### src/design/frac_n_ctrl_defs.vh
// constants for the fractional-n divider control block
// Behaviour
// - pin-function select equal to 1 puts lock indication on the shared pin.
// - serial read data takes the shared pin during a read, then lock returns.
// - force-lock bit set keeps lock on the pin and disables read-back.
// - phase comparator gain is raised while phase error is large.
// - six-bit output divider selects divide by 1 or even values 2 to 62.
// - oscillator band tuning runs automatically within 2050 to 4100 MHz.
// - integer mode keeps the delta-sigma modulator idle.
// - integer mode accepts divide values 16 to 2^19-1.
// - oscillator frequency is reference over R times integer plus fraction.
// - fraction equals fractional word over 2^24.
// - fractional mode limits integer divide to 20 through 524284.
// - integer word is 19 bits, fractional word 24 bits.
// - modulator modulus is fixed at 2^24.
// - exact mode register sets equal steps across an integer boundary.
// - hit windows count up; threshold declares lock; a miss clears it.
`ifndef FRAC_N_CTRL_DEFS_VH
`define FRAC_N_CTRL_DEFS_VH
`define ADDR_REF_DIV     5'h02
`define ADDR_INT_WORD    5'h03
`define ADDR_FRAC_WORD   5'h04
`define ADDR_MODE        5'h06
`define ADDR_LOCK_CFG    5'h07
`define ADDR_CP          5'h09
`define ADDR_EXACT       5'h0c
`define ADDR_PIN_FN      5'h0f
`define ADDR_STATUS      5'h12
`define ADDR_OUT_DIV     5'h16
`define MODE_FRAC_EN     11
`define MODE_BYPASS      7
`define PIN_FORCE_LOCK   6
`define PIN_FN_LOCK      5'h01
`define INT_MIN_INTEGER  19'h00010
`define INT_MIN_FRAC     19'h00014
`define INT_MAX_FRAC     19'h7fffc
`define VCO_BAND_LO_MHZ  2050
`define VCO_BAND_HI_MHZ  4100
`define BAND_CODE_MAX    8'hff
`define SLIP_ERR_LIMIT   4'h3
`endif

### src/design/frac_n_divider_control.v
// digital control for a fractional-n synthesizer feedback path
`timescale 1ns/1ps
`default_nettype none
`include "frac_n_ctrl_defs.vh"
module frac_n_divider_control (
    input  wire        sys_clk,
    input  wire        resetn,
    // register write/read port from the serial-port engine
    input  wire        regWrite,
    input  wire        regRead,
    input  wire [4:0]  regAddr,
    input  wire [23:0] regWdata,
    output reg  [23:0] regRdata,
    // serial engine: read shift active and its data bit
    input  wire        readActive,
    input  wire        serialReadOut,
    // window results from the lock window comparator, same clock
    input  wire        windowDone,
    input  wire        windowHit,
    // band comparator and phase error magnitude
    input  wire        vcoTooFast,
    input  wire        vcoTooSlow,
    input  wire [3:0]  phaseErrMag,
    output reg         lockOrSerialOutPin,
    output wire        lockIndication,
    output reg  [18:0] feedbackInt,
    output reg         feedbackCarry,
    output reg  [5:0]  outDivRatio,
    output reg  [7:0]  bandCode,
    output reg         cycleSlipGuard
);
    // =====================================================
    // registers
    reg [13:0] refDiv_q;
    reg [18:0] intWord_q;
    reg [23:0] fracWord_q;
    reg [11:0] mode_q;
    reg [11:0] lockCfg_q;
    reg [22:0] cp_q;
    reg [23:0] exact_q;
    reg [6:0]  pinFn_q;
    reg [5:0]  outDiv_q;
    reg [7:0]  lockCnt_q;
    reg        locked_q;
    reg [23:0] acc_q;
    reg [23:0] stepCnt_q;
    reg        wasFrac_q;

    wire fracMode = mode_q[`MODE_FRAC_EN] & ~mode_q[`MODE_BYPASS];
    assign lockIndication = locked_q;

    // clamp the integer word into the legal range of the current mode
    function [18:0] clampInt;
        input [18:0] v;
        input        frac;
        begin
            if (frac && v < `INT_MIN_FRAC)
                clampInt = `INT_MIN_FRAC;
            else if (frac && v > `INT_MAX_FRAC)
                clampInt = `INT_MAX_FRAC;
            else if (!frac && v < `INT_MIN_INTEGER)
                clampInt = `INT_MIN_INTEGER;
            else
                clampInt = v;
        end
    endfunction

    // =====================================================
    // register writes
    always @(posedge sys_clk or negedge resetn) begin
        if (!resetn) begin
            refDiv_q   <= 14'h0001;
            intWord_q  <= 19'h00014;
            fracWord_q <= 24'h000000;
            mode_q     <= 12'h000;
            lockCfg_q  <= 12'h000;
            cp_q       <= 23'h000000;
            exact_q    <= 24'h000000;
            pinFn_q    <= 7'h00;
            outDiv_q   <= 6'h00;
        end else if (regWrite) begin
            case (regAddr)
                `ADDR_REF_DIV:   refDiv_q   <= regWdata[13:0];
                `ADDR_INT_WORD:  intWord_q  <= regWdata[18:0];
                `ADDR_FRAC_WORD: fracWord_q <= regWdata[23:0];
                `ADDR_MODE:      mode_q     <= regWdata[11:0];
                `ADDR_LOCK_CFG:  lockCfg_q  <= regWdata[11:0];
                // host keeps offset zero in integer mode
                `ADDR_CP:        cp_q       <= regWdata[22:0];
                `ADDR_EXACT:     exact_q    <= regWdata[23:0];
                `ADDR_PIN_FN:    pinFn_q    <= regWdata[6:0];
                `ADDR_OUT_DIV:   outDiv_q   <= regWdata[5:0];
                default: ;
            endcase
        end
    end

    // =====================================================
    // register read-back
    always @(posedge sys_clk or negedge resetn) begin
        if (!resetn) begin
            regRdata <= 24'h000000;
        end else if (regRead) begin
            case (regAddr)
                `ADDR_REF_DIV:   regRdata <= {10'h000, refDiv_q};
                `ADDR_INT_WORD:  regRdata <= {5'h00, intWord_q};
                `ADDR_FRAC_WORD: regRdata <= fracWord_q;
                `ADDR_MODE:      regRdata <= {12'h000, mode_q};
                `ADDR_LOCK_CFG:  regRdata <= {12'h000, lockCfg_q};
                `ADDR_CP:        regRdata <= {1'b0, cp_q};
                `ADDR_EXACT:     regRdata <= exact_q;
                `ADDR_PIN_FN:    regRdata <= {17'h00000, pinFn_q};
                `ADDR_STATUS:    regRdata <= {22'h000000, locked_q, 1'b0};
                `ADDR_OUT_DIV:   regRdata <= {18'h00000, outDiv_q};
                default:         regRdata <= 24'h000000;
            endcase
        end
    end

    // =====================================================
    // lock detect counter
    always @(posedge sys_clk or negedge resetn) begin
        if (!resetn) begin
            lockCnt_q <= 8'h00;
            locked_q  <= 1'b0;
        end else if (!lockCfg_q[11]) begin
            lockCnt_q <= 8'h00;
            locked_q  <= 1'b0;
        end else if (windowDone) begin
            // hit counts, miss clears at once
            if (windowHit) begin
                if (lockCnt_q != 8'hff)
                    lockCnt_q <= lockCnt_q + 8'h01;
                if (lockCnt_q + 8'h01 >= {5'h00, lockCfg_q[2:0]})
                    locked_q <= 1'b1;
            end else begin
                lockCnt_q <= 8'h00;
                locked_q  <= 1'b0;
            end
        end
    end

    // =====================================================
    // shared pin
    always @(posedge sys_clk or negedge resetn) begin
        if (!resetn) begin
            lockOrSerialOutPin <= 1'b0;
        end else if (pinFn_q[`PIN_FORCE_LOCK]) begin
            lockOrSerialOutPin <= locked_q;
        end else if (readActive) begin
            lockOrSerialOutPin <= serialReadOut;
        end else if (pinFn_q[4:0] == `PIN_FN_LOCK) begin
            lockOrSerialOutPin <= locked_q;
        end else begin
            lockOrSerialOutPin <= 1'b0;
        end
    end

    // =====================================================
    // delta-sigma accumulator, modulus 2^24
    wire [24:0] accSum = {1'b0, acc_q} + {1'b0, fracWord_q};
    wire        exactOn = exact_q != 24'h000000;
    always @(posedge sys_clk or negedge resetn) begin
        if (!resetn) begin
            acc_q         <= 24'h000000;
            stepCnt_q     <= 24'h000000;
            feedbackInt   <= 19'h00014;
            feedbackCarry <= 1'b0;
            wasFrac_q     <= 1'b0;
        end else begin
            wasFrac_q   <= fracMode;
            feedbackInt <= clampInt(intWord_q, fracMode);
            if (!fracMode) begin
                acc_q         <= 24'h000000;
                stepCnt_q     <= 24'h000000;
                feedbackCarry <= 1'b0;
            end else if (!wasFrac_q) begin
                acc_q         <= 24'h000000;
                stepCnt_q     <= 24'h000000;
                feedbackCarry <= 1'b0;
            end else if (exactOn && stepCnt_q + 24'h000001 >= exact_q) begin
                // pattern restarts after exact step count
                stepCnt_q     <= 24'h000000;
                acc_q         <= 24'h000000;
                feedbackCarry <= accSum[24];
            end else begin
                stepCnt_q     <= stepCnt_q + 24'h000001;
                acc_q         <= accSum[23:0];
                feedbackCarry <= accSum[24];
            end
        end
    end

    // =====================================================
    // output divider, band tuning, slip guard
    always @(posedge sys_clk or negedge resetn) begin
        if (!resetn) begin
            outDivRatio    <= 6'h01;
            bandCode       <= 8'h80;
            cycleSlipGuard <= 1'b0;
        end else begin
            // divide by 1 or even 2..62
            if (outDiv_q <= 6'h01)
                outDivRatio <= 6'h01;
            else
                outDivRatio <= {outDiv_q[5:1], 1'b0};
            // automatic band search, no host action
            if (vcoTooSlow && bandCode != `BAND_CODE_MAX)
                bandCode <= bandCode + 8'h01;
            else if (vcoTooFast && bandCode != 8'h00)
                bandCode <= bandCode - 8'h01;
            // extra gain on large phase error
            cycleSlipGuard <= phaseErrMag > `SLIP_ERR_LIMIT;
        end
    end
endmodule
`default_nettype wire

### config.mk
export PLATFORM = sky130hd
export DESIGN_NAME = frac_n_divider_control
export DESIGN_NICKNAME = d
export VERILOG_FILES = /design/src/design/frac_n_divider_control.v
export VERILOG_INCLUDE_DIRS = /design/src /design/src/design
export SDC_FILE = /design/constraint.sdc
export NUM_CORES = 1
export LEC_CHECK = 0
export BUFFER_PORTS_ARGS = -buffer_cell sky130_fd_sc_hd__buf_2
export CAP_MARGIN = 10
export CORE_MARGIN = 1
export CORE_UTILIZATION = 30
export DETAILED_ROUTE_END_ITERATION = 10
export GPL_TIMING_DRIVEN = 1
export PLACE_DENSITY = 0.49
export RECOVER_POWER = 100
export SETUP_SLACK_MARGIN = 0.3
export SLEW_MARGIN = 10
export SYNTH_ARGS = -nofsm -noshare
export SYNTH_HDL_FRONTEND = slang
export SYNTH_SLANG_ARGS = --single-unit
### constraint.sdc
create_clock -name sys_clk -period 4.1 [get_ports sys_clk]
set_input_delay 0.615 -clock sys_clk [delete_from_list [all_inputs] [get_ports sys_clk]]
set_output_delay 0.615 -clock sys_clk [all_outputs]
set_load 0.02 [all_outputs]
==> results of run 1 <==
## metal layers
metal  vias up  GRT usage (%)  routed length, um
li1       4408              -                  -
met1      4751          22.95              17340
met2       141          28.43              17550
met3        38          2.518               1327
met4         4          3.599                472
met5         -              0                 23
## registers in the layout, indices dropped and copies added (netlist names), 6 cells and up
name         cells
acc_q           24
exact_q         24
fracWord_q      24
regRdata        24
stepCnt_q       24
cp_q            23
feedbackInt     19
intWord_q       19
refDiv_q        14
lockCfg_q       12
mode_q          12
bandCode         8
lockCnt_q        8
pinFn_q          7
outDivRatio      6
outDiv_q         6
## worst max-delay path: stages, from the launching register on
cell	delay, ns
dfrtp_1	0.40
ha_1	0.19
and2_0	0.25
nand4_1	0.21
nor3_2	0.32
nand4_1	0.17
xnor2_1	0.22
ha_1	0.29
nand4_1	0.18
nor3_1	0.09
a221o_1	0.36
o31ai_4	0.24
buf_4	0.32
o211ai_1	0.14
a211oi_1	0.19
## final cells by class
cell class                 count  area share (%)
clock inverter                15           1.735
sequential                   259           42.85
clock buffer                  41           5.700
inverter                      71           1.760
timing repair buffer         124           3.907
antenna                        1         0.01652
multi-input combinational    764           39.26
tap                          577           4.767
## where the power goes
group          leakage [nW]  internal, W  total (W)  switching [W]
logic                  2.90     0.000567    0.00129       0.000725
clock network         0.553      0.00191    0.00304        0.00113
registers              3.38      0.00295    0.00335       0.000396
## per-stage QoR
step	instance area, sq um	total power [W]	hold slack [ns]	worst slack (ns)	std cells
2_1_floorplan	13000	0.004192	0.3194	0.9094	1159
3_3_place_gp	14180	0.004692	0.4274	0.4398	1794
3_5_place_dp	14180	0.004729	0.4190	0.4167	1794
4_1_cts	15320	0.007807	0.2003	0.4059	1851
5_1_grt	15140	0.008077	0.2285	0.1359	1851
6_report	15150	0.007681	0.2280	0.4387	1852
## layout by cell type, fill, tap and decap left out, types with 13 or more instances in the layout
| cell | instances |
|---|---|
| mux2_1 | 21 |
| a211oi_1 | 13 |
| clkbuf_16 | 31 |
| nand4_1 | 20 |
| mux2_2 | 123 |
| ha_1 | 59 |
| nor4_1 | 14 |
| dfrtp_1 | 252 |
| o21ai_0 | 32 |
| a21o_1 | 15 |
| nand3_1 | 20 |
| a22oi_1 | 33 |
| nand2b_1 | 13 |
| buf_2 | 37 |
| xnor2_1 | 29 |
| clkbuf_1 | 78 |
| inv_1 | 71 |
| nor2_1 | 55 |
| a21oi_1 | 32 |
| nand2_1 | 63 |
| nor3_1 | 17 |
| and3_1 | 34 |
| xor2_1 | 13 |
| o22ai_1 | 25 |
## logic make-up (layout without fill, tap and decap cells)
logic type	Yosys count	count (layout)	share of synthesized area [%]
AO/OA/AOI/OAI	226	226	12.46
flip-flops	259	259	49.93
AND/OR/NAND/NOR	286	286	11.80
other	0	1	0
adder cells (fa/ha/maj)	61	61	5.988
multiplexers	149	149	12.86
XOR/XNOR	42	42	2.830
buffers and inverters	136	251	4.130
## worst paths after layout
check	to	slack [ns]	depth (start not counted)
worst min-delay path	cycleSlipGuard	0.23	2
max in group asynchronous	regRdata[20]	0.74	3
worst max register to register	acc_q[18]	0.44	14
min in group asynchronous	cycleSlipGuard	1.62	2
worst min register to register	outDivRatio[1]	0.44	0
worst max-delay path	acc_q[18]	0.44	14
## what timing repair did
action / in CTS / in global routing
setup endpoints to repair: 0 / 17
buffers inserted: 0 / 0
gates resized for setup: 0 / 1
hold endpoints to repair: 49 / 0
hold buffers: 1 / 0
==> impl_metrics.env, run 1 <==
export IMPL_run_status="finished with violations"
export IMPL_violations="max-capacitance violations, max-slew violations"
export IMPL_via_count=9342
export IMPL_worst_slew_pin_slew_ns=2.675
export IMPL_ys_seq_area_share_pct=49.93
export IMPL_crit_type="reg -> reg"
export IMPL_io_buffers=101
export IMPL_fillers=4200
export IMPL_drive_gt1_share_pct=19.15
export IMPL_syn_to_final_growth_pct=16.53
export IMPL_critPathMaxFanout=22
export IMPL_finalCriticalPeriod_ns=3.661
export IMPL_finalSetupViolCount=0
export IMPL_start_util_pct=30.71
export IMPL_root_buffer="clkbuf_16"
export IMPL_fp_dieW_um=210.1
export IMPL_pwr_density_cell_nw_per_um2=507.1
export IMPL_grt_pass1_wl_mm=57.62
export IMPL_synthCells=1159
export IMPL_finalCoreUtilization_pct=35.79
export IMPL_seq_area_sq_um=6490
export IMPL_finalMaxSlewViolations=85
export IMPL_drtIter0Drc=694
export IMPL_rsz0062_at_grt="true"
export IMPL_relSlewSlack_pct=-78.33
export IMPL_routed_wl_mm=36.71
export IMPL_dp_hpwl_mm=26.00
export IMPL_cts_max_level=1
export IMPL_worstHoldPathType="in -> reg"
export IMPL_firstDrtPassIters=5
export IMPL_die_h_um=210.1
export IMPL_yosysTopAreaCell="dfrtp_1"
export IMPL_worstSetupEndpointType="register"
export IMPL_cap_violations=3
export IMPL_vias_per_cell=5.044
export IMPL_synth_most_common_cell="dfrtp_1"
export IMPL_grt_overflow=0
export IMPL_synth_cell_types=74
export IMPL_num_rows=75
export IMPL_synth_area_leaders="dfrtp_1, mux2_2, ha_1"
export IMPL_grt_pass1_vias=9620
export IMPL_wl_per_cell_um=19.82
export IMPL_finalHoldViolations=0
export IMPL_leakage_nw=6.831
export IMPL_multi_input_area_sq_um=5947
export IMPL_ir_worst_vdd_mv=0.3151
export IMPL_netlist_area_sq_um=13000
export IMPL_ys_flop_type="dfrtp_1"
export IMPL_drc=0
export IMPL_final_period_utilization_pct=89.30
export IMPL_gp_congestion=0.8239
export IMPL_finalClockSkew_ns=0.01912
export IMPL_syn_area_per_cell_sq_um=11.21
export IMPL_antenna_found_initial=4
export IMPL_fin_tns_setup_ns=0
export IMPL_grt_max_degree=89
export IMPL_start_kind="register"
export IMPL_final_antenna_net_count=0
export IMPL_groute_usage_overall_pct=16.90
export IMPL_r2r_start="stepCnt_q[0]"
export IMPL_synth_warnings=0
export IMPL_cts_clk_slew_worst_paths_ns=0.06
export IMPL_crit_required_ns=4.57
export IMPL_clkLatencyLatePin_ns=0.57
export IMPL_cts_sinks=259
export IMPL_fmax_mhz=273.1
export IMPL_io_pins=104
export IMPL_synth_edf_count=0
export IMPL_cp_startpoint="stepCnt_q[0]"
export IMPL_hp_start="phaseErrMag[2]"
export IMPL_syn_num_nets=1263
export IMPL_cts_made_buffers=30
export IMPL_core_region_area_sq_um=42320
export IMPL_yosysTopAreaCellShare_pct=48.52
export IMPL_synth_common_cells="dfrtp_1, mux2_2, inv_1"
export IMPL_die_area_sq_um=44160
export IMPL_arrival_ns=4.13
export IMPL_async_reset_ff_share_pct=100.0
export IMPL_nets=1354
export IMPL_cts_buffer_depth=3
export IMPL_ys_seq_elements=259
export IMPL_tritoncts="built"
Note: power is estimated with default switching activity, not from simulation.
==> inputs of run 2 (changes only) <==
--- a/config.mk
+++ b/config.mk
@@ -7,13 +7,11 @@
 export NUM_CORES = 1
 export LEC_CHECK = 0
 export BUFFER_PORTS_ARGS = -buffer_cell sky130_fd_sc_hd__buf_2
-export CAP_MARGIN = 10
 export CORE_MARGIN = 1
 export CORE_UTILIZATION = 30
 export DETAILED_ROUTE_END_ITERATION = 10
 export GPL_TIMING_DRIVEN = 1
 export PLACE_DENSITY = 0.49
-export RECOVER_POWER = 100
 export SETUP_SLACK_MARGIN = 0.3
 export SLEW_MARGIN = 10
 export SYNTH_ARGS = -nofsm -noshare
==> run 2 against run 1 <==
  * The run now ends clean
  * Maximum frequency up 1.3%
  * Utilization up 0.42 points
  * Sequential share of layout area down 0.50 points
  * Combinational power up 3%
  * Clock power about the same
  * Largest cell class unchanged
  * Clock-buffer cell count unchanged
  * Total power up 0.39%
==> impl_metrics.env, run 2 (synthesis gave the netlist of run 1 again) <==
export IMPL_r2r_setup_slack_ns=0.49
export IMPL_finalCoreUtilization_pct=36.21
export IMPL_antenna_found_initial=4
export IMPL_final_instance_count_excl_fill=1852
export IMPL_drive_gt1_share_pct=25.59
export IMPL_core_region_area_sq_um=42320
export IMPL_gp_congestion=0.8239
export IMPL_io_buffers=101
export IMPL_cp_startpoint="stepCnt_q[3]"
export IMPL_routed_wl_mm=36.66
export IMPL_placed_cell_area_sq_um=14180
export IMPL_layout_cells_most_common_list="dfrtp_1, mux2_2, buf_2, inv_1, nand2_1"
export IMPL_start_kind="register"
export IMPL_root_buffer="clkbuf_16"
export IMPL_finalCriticalPeriod_ns=3.613
export IMPL_final_common_cell="dfrtp_1"
export IMPL_num_rows=75
export IMPL_finalClockSkew_ns=0.01947
export IMPL_pre_cts_slack_ns=0.4167
export IMPL_drc=0
export IMPL_start_util_pct=30.71
export IMPL_dp_hpwl_mm=26.00
export IMPL_grt_overflow=0
export IMPL_vias_per_cell=5.059
export IMPL_seq_area_sq_um=6490
export IMPL_tritoncts="built"
export IMPL_fin_ws_ns=0.4866
export IMPL_worstHoldPathType="in -> reg"
export IMPL_finish_instance_area_sq_um=15320
export IMPL_grt_pass1_vias=9620
export IMPL_finalHoldViolations=0
export IMPL_worst_slew_pin_slew_ns=1.024
export IMPL_arrival_ns=4.08
export IMPL_drtIter0Drc=642
export IMPL_relSlewSlack_pct=31.54
export IMPL_fillers=4171
export IMPL_hp_start="phaseErrMag[2]"
export IMPL_finalSetupViolCount=0
export IMPL_nets=1354
export IMPL_grt_max_degree=89
export IMPL_cts_max_level=1
export IMPL_cts_made_buffers=30
export IMPL_cts_buffer_depth=3
export IMPL_final_period_utilization_pct=88.13
export IMPL_multi_input_area_sq_um=6001
export IMPL_pwr_density_cell_nw_per_um2=503.2
export IMPL_grt_pass1_wl_mm=57.62
export IMPL_fin_tns_setup_ns=0
export IMPL_run_status="finished clean"
export IMPL_die_h_um=210.1
export IMPL_via_count=9369
export IMPL_leakage_nw=7.123
export IMPL_groute_usage_overall_pct=16.90
export IMPL_rsz0062_at_grt="true"
export IMPL_syn_to_final_growth_pct=17.90
export IMPL_r2r_start="stepCnt_q[3]"
export IMPL_die_area_sq_um=44160
export IMPL_clkLatencyLatePin_ns=0.57
export IMPL_cap_violations=0
export IMPL_finalMaxSlewViolations=0
export IMPL_critPathMaxFanout=22
export IMPL_crit_required_ns=4.57
export IMPL_final_antenna_net_count=0
export IMPL_firstDrtPassIters=5
export IMPL_cts_sinks=259
export IMPL_io_pins=104
export IMPL_fp_dieW_um=210.1
export IMPL_crit_type="reg -> reg"
export IMPL_worstSetupEndpointType="register"
export IMPL_fmax_mhz=276.8
export IMPL_wl_per_cell_um=19.80
export IMPL_dp_cells=1794
export IMPL_ir_worst_vdd_mv=0.3154
export IMPL_cts_clk_slew_worst_paths_ns=0.06
-- run 2: final timing paths --
| check | to | cells after the start |
|---|---|---|
| max | acc_q[18] | 13 |
| max reg2reg | acc_q[18] | 13 |
| max in group asynchronous | regRdata[20] | 3 |
| min | cycleSlipGuard | 2 |
| min in group asynchronous | cycleSlipGuard | 2 |
| min reg2reg | outDivRatio[1] | 0 |
-- run 2: critical path, cell delays in order, from the launching register on --
cell      delay, ns
dfrtp_1        0.41
and4_1         0.30
nand4_1        0.21
or2_2          0.40
nand2b_1       0.17
xnor2_1        0.21
ha_1           0.29
nand4_1        0.18
nor3_1         0.09
a221o_1        0.36
o31ai_4        0.24
buf_4          0.32
o211ai_1       0.14
a211oi_1       0.20
-- run 2: area by class of cell --
| cell class | count | area share [%] |
|---|---|---|
| flip-flops and latches | 259 | 42.35 |
| clock inverters | 15 | 1.715 |
| diodes | 1 | 0.01633 |
| inverters | 71 | 1.739 |
| clock buffers | 41 | 5.634 |
| multi-input cells | 764 | 39.16 |
| repair buffers | 124 | 4.671 |
| well taps | 577 | 4.711 |
-- run 2: repair_timing --
| item | CTS | global route |
|---|---|---|
| hold buffers | 1 | 0 |
| endpoints found under the setup margin | 0 | 17 |
| buffers inserted | 0 | 0 |
| endpoints found under the hold margin | 49 | 0 |
| gates resized for setup | 0 | 1 |
-- run 2: where the power goes --
| part | switching (W) | internal (W) |
|---|---|---|
| clock | 0.00113 | 0.00191 |
| combinational | 0.000727 | 0.000599 |
| sequential | 0.000392 | 0.00295 |
| total | 0.00225 | 0.00547 |
-- run 2: through the flow --
step / hold WS (ns) / power (W)
after floorplan: 0.3194 / 0.004192
after global placement: 0.4274 / 0.004692
after detailed placement: 0.4190 / 0.004729
after CTS: 0.2003 / 0.007807
after global routing: 0.2285 / 0.008110
final: 0.2281 / 0.007711
-- run 2: routing by layer --
metal / vias up / wire [um] / track usage, %
li1: 4411 / - / -
met1: 4770 / 17140 / 22.95
met2: 145 / 17590 / 28.43
met3: 39 / 1430 / 2.518
met4: 4 / 478 / 3.599
met5: - / 23 / 0
==> inputs of run 3 (changes only) <==
--- a/config.mk
+++ b/config.mk
@@ -11,7 +11,6 @@
 export CORE_UTILIZATION = 30
 export DETAILED_ROUTE_END_ITERATION = 10
 export GPL_TIMING_DRIVEN = 1
-export PLACE_DENSITY = 0.49
 export SETUP_SLACK_MARGIN = 0.3
 export SLEW_MARGIN = 10
 export SYNTH_ARGS = -nofsm -noshare
==> run 3 against run 2 <==
  * Routed wire length decreased by 4.2%
  * Register-to-register slack improved by 0.02 ns
  * Critical path depth increased by 1
  * Highest routed layer is now met4
==> impl_metrics.env, run 3 (synthesis gave the netlist of run 1 again) <==
export IMPL_io_pins=104
export IMPL_nets=1352
export IMPL_worstSetupEndpointType="register"
export IMPL_post_cts_buffers=0
export IMPL_root_buffer="clkbuf_16"
export IMPL_drtIter0Drc=608
export IMPL_worstHoldPathType="in -> async"
export IMPL_layout_cells_most_common_list="dfrtp_1, mux2_2, buf_2, inv_1, nand2_1"
export IMPL_r2r_setup_slack_ns=0.51
export IMPL_cts_clk_slew_worst_paths_ns=0.06
export IMPL_cts_made_buffers=28
export IMPL_finalClockSkew_ns=0.007121
export IMPL_final_common_cell="dfrtp_1"
export IMPL_critPathMaxFanout=22
export IMPL_rsz0062_at_grt="false"
export IMPL_pwr_density_cell_nw_per_um2=487.4
export IMPL_cts_max_level=1
export IMPL_cap_violations=0
export IMPL_io_buffers=101
export IMPL_run_status="finished clean"
export IMPL_syn_to_final_growth_pct=16.93
export IMPL_cts_buffer_depth=3
export IMPL_tritoncts="built"
export IMPL_leakage_nw=7.057
export IMPL_antenna_found_initial=1
export IMPL_grt_pass1_vias=9587
export IMPL_core_region_area_sq_um=42320
export IMPL_cts_sinks=259
export IMPL_vias_per_cell=5.088
export IMPL_firstDrtPassIters=5
export IMPL_fillers=4143
export IMPL_grt_pass1_wl_mm=55.97
export IMPL_routed_wl_mm=35.11
export IMPL_finalSetupViolCount=0
export IMPL_wl_per_cell_um=19.00
export IMPL_clkLatencyLatePin_ns=0.55
export IMPL_die_h_um=210.1
export IMPL_fp_dieW_um=210.1
export IMPL_drive_gt1_share_pct=25.61
export IMPL_finalCriticalPeriod_ns=3.589
export IMPL_final_period_utilization_pct=87.55
export IMPL_gp_congestion=0.8685
export IMPL_finalHoldViolations=0
export IMPL_fmax_mhz=278.6
export IMPL_num_rows=75
export IMPL_drc=0
export IMPL_start_util_pct=30.71
export IMPL_ir_worst_vdd_mv=0.2741
export IMPL_finalMaxSlewViolations=0
export IMPL_final_antenna_net_count=0
export IMPL_start_kind="register"
export IMPL_grt_overflow=0
export IMPL_crit_required_ns=4.56
export IMPL_dp_hpwl_mm=24.81
export IMPL_die_area_sq_um=44160
export IMPL_relSlewSlack_pct=30.74
export IMPL_fin_tns_setup_ns=0
export IMPL_groute_usage_overall_pct=16.14
export IMPL_fin_total_pwr_w=0.007408
export IMPL_worst_slew_pin_slew_ns=1.036
export IMPL_crit_type="reg -> reg"
export IMPL_via_count=9402
export IMPL_grt_max_degree=121
export IMPL_arrival_ns=4.05
-- run 3: cell types whose count changed in the layout (fill, tap and decap cells not counted), moves of 2 or more --
cell	before	now
buf_4	20	22
bufinv_16	7	4
clkbuf_1	5	2
clkbuf_16	31	29
clkbuf_8	5	8
clkinvlp_4	1	4
-- run 3: repair_timing --
| action | in CTS | in global routing |
|---|---|---|
| hold buffers | 0 | 0 |
| endpoints found under the setup margin | 0 | 2 |
| gates resized for setup | 0 | 1 |
-- run 3: cell type report --
cell class	count	area (sq um)	share of cell area (%)
clock buffer	39	843.3	5.549
clock inverter	12	170.2	1.120
multi-input combinational	764	6001	39.48
tap	577	721.9	4.750
sequential	259	6490	42.70
inverter	71	266.5	1.754
antenna	2	5.005	0.03293
timing repair buffer	124	700.7	4.610
-- run 3: power breakdown --
group	internal, W	leakage [nW]	switching [W]
combinational	0.000598	3.19	0.000718
clock	0.00168	0.490	0.00106
sequential	0.00295	3.38	0.000393
-- run 3: path summary, 6_finish.rpt --
check,end,from,depth (start not counted)
setup / recovery,acc_q[18],stepCnt_q[0],14
hold / removal,outDivRatio[4],resetn,1
setup reg to reg,acc_q[18],stepCnt_q[0],14
hold reg to reg,outDivRatio[3],outDiv_q[3],0
max in group asynchronous,feedbackInt[2],resetn,2
min in group sys_clk,cycleSlipGuard,phaseErrMag[2],2
-- run 3: metal layers --
layer,part of all wire [%],up-vias,track usage (%),routed length (um)
li1,-,4397,-,-
met5,0,-,0,0
met3,3.6,40,1.639,1279
met4,2.0,0,4.631,714
met1,45,4784,21.50,15920
met2,49,181,27.72,17200
-- run 3: worst max-delay path: stages (launching register included) --
cell	delay [ns]
dfrtp_1	0.40
ha_1	0.19
and2_1	0.23
nand4_1	0.18
nor3_2	0.30
nand4_1	0.17
xnor2_1	0.24
ha_1	0.30
nand4_1	0.18
nor3_1	0.08
a221o_1	0.36
o31ai_4	0.25
buf_4	0.31
o211ai_1	0.13
a211oi_1	0.17
-- run 3: stage by stage --
step / setup slack [ns] / std cells / cell area, sq um / util, % / hold WS (ns)
floorplan: 0.9094 / 1159 / 13000 / - / 0.3194
finish: 0.5106 / 1848 / 15200 / 35.91 / 0.1469
global placement: 0.5411 / 1795 / 14170 / 33.49 / 0.4213
global route: 0.2787 / 1846 / 15190 / 35.90 / 0.2034
detailed placement: 0.5139 / 1795 / 14170 / 33.49 / 0.4230
CTS: 0.4576 / 1846 / 15190 / 35.89 / 0.1811
